$ cat src/design/rsc_pkg.sv
`default_nettype none
package rsc_pkg;
  // frame layout
  localparam int RSC_FRAME_BITS = 24;
  localparam int RSC_CMD_MSB = 23;
  localparam int RSC_CMD_LSB = 20;
  localparam int RSC_REF_OFF_POS = 0;
  // command codes
  localparam logic [3:0] RSC_CMD_REF_SETUP = 4'h7;
  // reset values
  localparam logic RSC_REF_CTRL_RST = 1'h0;
  localparam logic [4:0] RSC_CNT_RST = 5'h00;
  localparam logic [23:0] RSC_SHIFT_RST = 24'h000000;
  // pin order and idle levels
  localparam int RSC_PIN_COUNT = 3;
  localparam int RSC_PIN_SCLK = 0;
  localparam int RSC_PIN_SDIN = 1;
  localparam int RSC_PIN_SYNC = 2;
  localparam logic [2:0] RSC_PIN_RST = 3'h5;
  typedef enum logic [1:0] {
    RSC_IDLE = 2'b00,
    RSC_SHIFT = 2'b01,
    RSC_FULL = 2'b10
  } rsc_state_t;
endpackage : rsc_pkg
`default_nettype wire

$ cat src/design/rsc_sync.sv
`default_nettype none
module rsc_sync #(
  parameter logic RST_VAL = 1'b0
) (
  input wire logic clk,
  input wire logic resetn,
  input wire logic async_in,
  output logic sync_out
);
  logic meta_q;
  logic sync_q;
  always_ff @(posedge clk or negedge resetn) begin
    if (!resetn) begin
      meta_q <= RST_VAL;
      sync_q <= RST_VAL;
    end else begin
      meta_q <= async_in;
      sync_q <= meta_q;
    end
  end
  assign sync_out = sync_q;
endmodule : rsc_sync
`default_nettype wire

$ cat src/design/rsc_top.sv
// Overview of operation
// - reference on after power-up reset
// - command 0111 touches only reference bit
// - bit zero one turns reference off
// - 24-bit word acted on at sync rise
`default_nettype none
module rsc_top
  import rsc_pkg::*;
(
  input wire logic clk,
  input wire logic resetn,
  input wire logic sclk,
  input wire logic sdin,
  input wire logic sync_n,
  output logic ref_off,
  output logic ref_enable
);
  // ==========================================================
  // pin synchronisers
  logic [RSC_PIN_COUNT-1:0] pin_raw;
  logic [RSC_PIN_COUNT-1:0] pin_sync;
  logic sclk_s;
  logic sdin_s;
  logic sync_n_s;

  assign pin_raw[RSC_PIN_SCLK] = sclk;
  assign pin_raw[RSC_PIN_SDIN] = sdin;
  assign pin_raw[RSC_PIN_SYNC] = sync_n;

  // each pin resets to its idle level
  for (genvar g = 0; g < RSC_PIN_COUNT; g++) begin : gen_pin_sync
    rsc_sync #(
      .RST_VAL(RSC_PIN_RST[g])
    ) rsc_sync_inst (
      .clk(clk),
      .resetn(resetn),
      .async_in(pin_raw[g]),
      .sync_out(pin_sync[g])
    );
  end

  assign sclk_s = pin_sync[RSC_PIN_SCLK];
  assign sdin_s = pin_sync[RSC_PIN_SDIN];
  assign sync_n_s = pin_sync[RSC_PIN_SYNC];

  // ==========================================================
  // serial clock edges
  logic sclk_prev_q;
  logic sclk_prev_d;
  logic sclk_fall;

  always_comb begin
    sclk_prev_d = sclk_s;
    sclk_fall = sclk_prev_q & ~sclk_s;
  end

  always_ff @(posedge clk or negedge resetn) begin
    if (!resetn) begin
      sclk_prev_q <= RSC_PIN_RST[RSC_PIN_SCLK];
    end else begin
      sclk_prev_q <= sclk_prev_d;
    end
  end

  // ==========================================================
  // frame sync edges
  logic sync_prev_q;
  logic sync_prev_d;
  logic sync_fall;
  logic sync_rise;

  always_comb begin
    sync_prev_d = sync_n_s;
    sync_fall = sync_prev_q & ~sync_n_s;
    sync_rise = ~sync_prev_q & sync_n_s;
  end

  // idle level at reset avoids a false edge
  always_ff @(posedge clk or negedge resetn) begin
    if (!resetn) begin
      sync_prev_q <= RSC_PIN_RST[RSC_PIN_SYNC];
    end else begin
      sync_prev_q <= sync_prev_d;
    end
  end

  // ==========================================================
  // frame sequencing
  rsc_state_t state_q;
  rsc_state_t state_d;
  logic [4:0] cnt_q;
  logic [4:0] cnt_d;
  logic take_bit;
  logic frame_done;

  always_comb begin
    state_d = state_q;
    cnt_d = cnt_q;
    take_bit = 1'b0;
    frame_done = 1'b0;
    case (state_q)
      RSC_IDLE: begin
        if (sync_fall) begin
          state_d = RSC_SHIFT;
          cnt_d = RSC_CNT_RST;
        end
      end

      RSC_SHIFT: begin
        if (sync_rise) begin
          // a short frame is dropped
          state_d = RSC_IDLE;
        end else if (sclk_fall) begin
          take_bit = 1'b1;
          cnt_d = cnt_q + 5'h01;
          if (cnt_q == 5'(RSC_FRAME_BITS - 1)) begin
            state_d = RSC_FULL;
          end
        end
      end

      RSC_FULL: begin
        // extra falls are ignored
        if (sync_rise) begin
          state_d = RSC_IDLE;
          frame_done = 1'b1;
        end
      end

      default: begin
        state_d = RSC_IDLE;
      end
    endcase
  end

  always_ff @(posedge clk or negedge resetn) begin
    if (!resetn) begin
      state_q <= RSC_IDLE;
      cnt_q <= RSC_CNT_RST;
    end else begin
      state_q <= state_d;
      cnt_q <= cnt_d;
    end
  end

  // ==========================================================
  // frame shift register
  logic [23:0] shift_q;
  logic [23:0] shift_d;

  always_comb begin
    shift_d = shift_q;
    if (take_bit) begin
      // msb arrives first
      shift_d = {shift_q[22:0], sdin_s};
    end
  end

  always_ff @(posedge clk or negedge resetn) begin
    if (!resetn) begin
      shift_q <= RSC_SHIFT_RST;
    end else begin
      shift_q <= shift_d;
    end
  end

  // ==========================================================
  // command decode
  logic [3:0] command_field;
  logic ref_off_bit;
  logic setup_hit;

  assign command_field = shift_q[RSC_CMD_MSB:RSC_CMD_LSB];
  assign ref_off_bit = shift_q[RSC_REF_OFF_POS];

  always_comb begin
    setup_hit = 1'b0;
    case (command_field)
      RSC_CMD_REF_SETUP: begin
        setup_hit = frame_done;
      end
      default: begin
        // other commands leave the bit alone
        setup_hit = 1'b0;
      end
    endcase
  end

  // ==========================================================
  // reference control
  logic ref_off_bit_q;
  logic ref_off_bit_d;

  always_comb begin
    ref_off_bit_d = ref_off_bit_q;
    if (setup_hit) begin
      ref_off_bit_d = ref_off_bit;
    end
  end

  always_ff @(posedge clk or negedge resetn) begin
    if (!resetn) begin
      ref_off_bit_q <= RSC_REF_CTRL_RST;
    end else begin
      ref_off_bit_q <= ref_off_bit_d;
    end
  end

  // ==========================================================
  // outputs
  assign ref_off = ref_off_bit_q;
  assign ref_enable = ~ref_off_bit_q;
endmodule : rsc_top
`default_nettype wire

$ cat config.mk
export PLATFORM = sky130hd
export DESIGN_NAME = rsc_top
export DESIGN_NICKNAME = d
export VERILOG_FILES = /design/src/design/rsc_pkg.sv /design/src/design/rsc_sync.sv /design/src/design/rsc_top.sv
export SDC_FILE = /design/constraint.sdc
export NUM_CORES = 1
export LEC_CHECK = 0
export BUFFER_PORTS_ARGS = -buffer_cell sky130_fd_sc_hd__buf_2
export CAP_MARGIN = 10
export CORE_ASPECT_RATIO = 1.25
export CORE_MARGIN = 1
export CORE_UTILIZATION = 43
export CTS_CLUSTER_SIZE = 25
export DETAILED_ROUTE_END_ITERATION = 10
export PLACE_DENSITY = 0.55
export SYNTH_ARGS = -nofsm -noshare
export SYNTH_HDL_FRONTEND = slang
export SYNTH_SLANG_ARGS = --single-unit
$ cat constraint.sdc
create_clock -name clk -period 5.1 [get_ports clk]
set_input_delay 0.51 -clock clk [delete_from_list [all_inputs] [get_ports clk]]
set_output_delay 0.51 -clock clk [all_outputs]
set_load 0.05 [all_outputs]
==> metrics.md <==
| Metric | Value |
|---|---|
| Run status | `finished, final reports clean` |
| DR vias | `825` |
| Post-synthesis register bit count | `40` |
| Placer Congestion | `0.828` |
| Synth-to-Final Area Change | `9.49%` |
| Adder-Cell Fraction of Synth Area | `0.804%` |
| Non-Filler Instances | `154` |
| Cells after synthesis | `104` |
| WL per Instance | `approximately 13 um` |
| Leak Pwr | `0.778 nW` |
| Core Region | `3480 um^2` |
| Top FF cell, synth | `dfrtp_1` |
| Number of global-route vias before repair | `between 800 and 900` |
| Xor/xnor share of the synthesized area | `1.13%` |
| DR iter-0 viols | `16` |
| Cts repair resizes | `0` |
| Crit Path Max Fanout | `26` |
| IO Pins | `7` |
| Worst Skew | `a little under 7 ps` |
| Finished layout cell area | `about 1700 um^2` |
| Final worst path period share | `44.0%` |
| Kind of critical path | `reg2reg` |
| CTS tree | `done` |
| Area after DPL | `1620 um^2` |
| Port Buf Inserts | `6` |
| Cell Pwr Density | `369 nW/um^2` |
| Clock Sinks | `40` |
| Flop2flop setup slack | `between 2000 and 3000 ps` |
| Inserted Clock Buffers | `5` |
| EDFF count, synth | `0` |
| Initial antenna violation count | `0` |
| # fillers | `a little over 300` |
| Fmax | `445 MHz` |
| Synthesized area per cell | `15.0 um^2` |
| VDD IR max | `~0.22 mV` |
| First-pass GRT wire length | `3.71 mm` |
| TNS Setup | `0 ps` |
| DIE HEIGHT | `69.3 um` |
| Hold WS | `~310 ps` |
| Top post-synthesis cells by area | `dfrtp_1 (55%), mux2_2 (17%), dfstp_2 (10%)` |
| Placed insts | `146` |
| Max-slew violations | `0` |
| Number of hold buffers added after CTS | `0` |
| Nets | `120` |
| Row count | `24` |
| Compound-Gate Fraction of Synth Area | `4.42%` |
| Max_cap viols | `0` |
| Worst r2r path cells | `4` |
| Antenna Cells | `0` |
| Multiplexer share of the synthesized area | `18.1%` |
| Biggest area consumer among synthesized cells | `dfrtp_1` |
| Unrepaired setup endpoints after global routing | `false` |
| WL final | `around 2.1 mm` |
| Ys async rst share | `100%` |
| Footprint of the multi-input gates | `520 um^2` |
| Total die area | `a little under 4000 um^2` |
| DP HPWL | `1.33 mm` |
| Max-slew headroom | `between 20 and 30%` |
| Synth top area share | `between 50% and 60%` |
| Commonest cells post-synth | `dfrtp_1 (34), mux2_2 (24), dfstp_2 (6)` |
| Reg area | `1010 um^2` |
| Overflow after GRT | `0` |
| Total track usage | `~13%` |
| DRT antenna net count | `0` |
| Post-synthesis simple-gate area fraction | `around 9%` |
| Initial core utilization | `44.7%` |
| Clock H-tree levels | `2` |
| CTS clk-pin slew, worst paths | `70 ps` |
| Synthesis Warnings | `0` |
| Clock Latency Late Sink | `290 ps` |
| Library cells used by synthesis | `30` |
| DIE WIDTH | `55.8 um` |
| Min cycle time layout | `2250 ps` |
| Post-synthesis sequential area ratio | `about two thirds` |
| Required @ worst endpoint | `5270 ps` |
| Arrival @ worst endpoint | `2420 ps` |
| Hold WC Path Type | `in2reg` |
| Root Buffer | `clkbuf_8` |
| Post-CTS Setup Repair Bufs | `0` |
| Clock Path Buffers | `2` |
| Pin count of the biggest net entering global routing | `41` |
| Hold depth | `1` |
| Residual DRC | `0` |
| Worst-margin pin slew | `1080 ps` |
| Most frequent cell after synthesis | `dfrtp_1` |
| Post-DR vias/cell | `5.36` |
| Combinational family with the most area after synthesis | `multiplexers` |
| Final hold vios | `0` |
| Setup violators final | `0` |
| Syn nets | `110` |
| Ratio of cells with drive above 1 in the final layout | `40.9%` |
| Count of TritonRoute iterations in the first routing pass | `4` |
| Type of element launching the critical path | `flop` |
| Mapped Area | `1560 um^2` |
| Crit. End Element | `flop` |
## worst paths after layout
path	end	start
worst max register to register	shift_q[14]	sclk_prev_q
max in group asynchronous	shift_q[11]	resetn
worst max-delay path	shift_q[14]	sclk_prev_q
min in group asynchronous	cnt_q[1]	resetn
worst min register to register	gen_pin_sync[1].rsc_sync_inst.sync_out	gen_pin_sync[1].rsc_sync_inst.meta_q
worst min-delay path	gen_pin_sync[2].rsc_sync_inst.meta_q	sync_n
## metrics by stage
stage,util (%),power (W),setup WS (ps)
floorplan,-,0.000418,3310
global placement,46.5,0.000434,2890
detailed placement,46.5,0.000438,2830
CTS,48.9,0.000638,2820
global route,48.9,0.000661,2690
finish,48.9,0.000629,2850
## registers in the layout, indices dropped and copies added (netlist names)
signal                               count
sync_prev_q                              1
gen_pin_sync.rsc_sync_inst.meta_q        3
shift_q                                 24
cnt_q                                    5
sclk_prev_q                              1
gen_pin_sync.rsc_sync_inst.sync_out      3
state_q                                  2
ref_off                                  1
## metal layers
metal / routed length [um] / global-route usage [%] / vias to the layer above
met3: 81 / 5.04 / 6
met1: 962 / 15.3 / 414
met5: 0 / 0 / -
li1: - / - / 393
met4: 61 / 8.13 / 0
met2: 966 / 19.4 / 12
## worst max-delay path: stages, from the launching register on
cell	delay, ps
dfstp_2	540
nor2b_1	180
nand2_1	110
nor3_4	880
mux2_2	420
## where the power goes
part	total (W)	switching [W]	internal [W]
logic	0.0000570	0.0000236	0.0000334
registers	0.000373	0.0000208	0.000352
clock network	0.000199	0.000104	0.0000954
total	0.000629	0.000148	0.000481
## kinds of logic after synthesis
family | Yosys count
XOR/XNOR | 2
flip-flops | 40
AO/OA/AOI/OAI | 10
buffers and inverters | 6
adder cells (fa/ha/maj) | 1
multiplexers | 25
AND/OR/NAND/NOR | 20
## cells in the final DEF (no fill, tap or decap)
cell type   synthesis  routed
nand4b_1            2       2
nor3_4              1       1
ha_1                1       1
nand4bb_1           1       1
nor4_1              1       1
nor2_1              3       3
o21ai_0             2       2
or3b_4              1       1
buf_2               1       6
a31o_1              1       1
clkinv_2            0       1
clkbuf_8            0       5
nand2_1             2       2
a311oi_1            2       2
clkinvlp_4          0       1
a22o_2              1       1
inv_1               3       3
nor2b_1             2       2
nand3_1             2       2
xnor2_1             2       2
or3b_2              1       1
clkbuf_1            1       1
dfstp_2             6       6
a21oi_1             3       3
mux2_2             24      24
or3_1               1       1
dfrtp_1            34      34
nand2b_1            1       1
o211ai_1            1       1
mux2_1              1       1
nor4b_1             1       1
nand4_1             1       1
## final cells by class
type / count / share of cell area, %
sequential: 40 / 59.2
multi-input combinational: 58 / 30.5
clock buffer: 6 / 4.26
tap: 39 / 2.86
timing repair buffer: 6 / 1.76
clock inverter: 2 / 0.734
inverter: 3 / 0.661
Note: power is estimated with default switching activity, not from simulation.
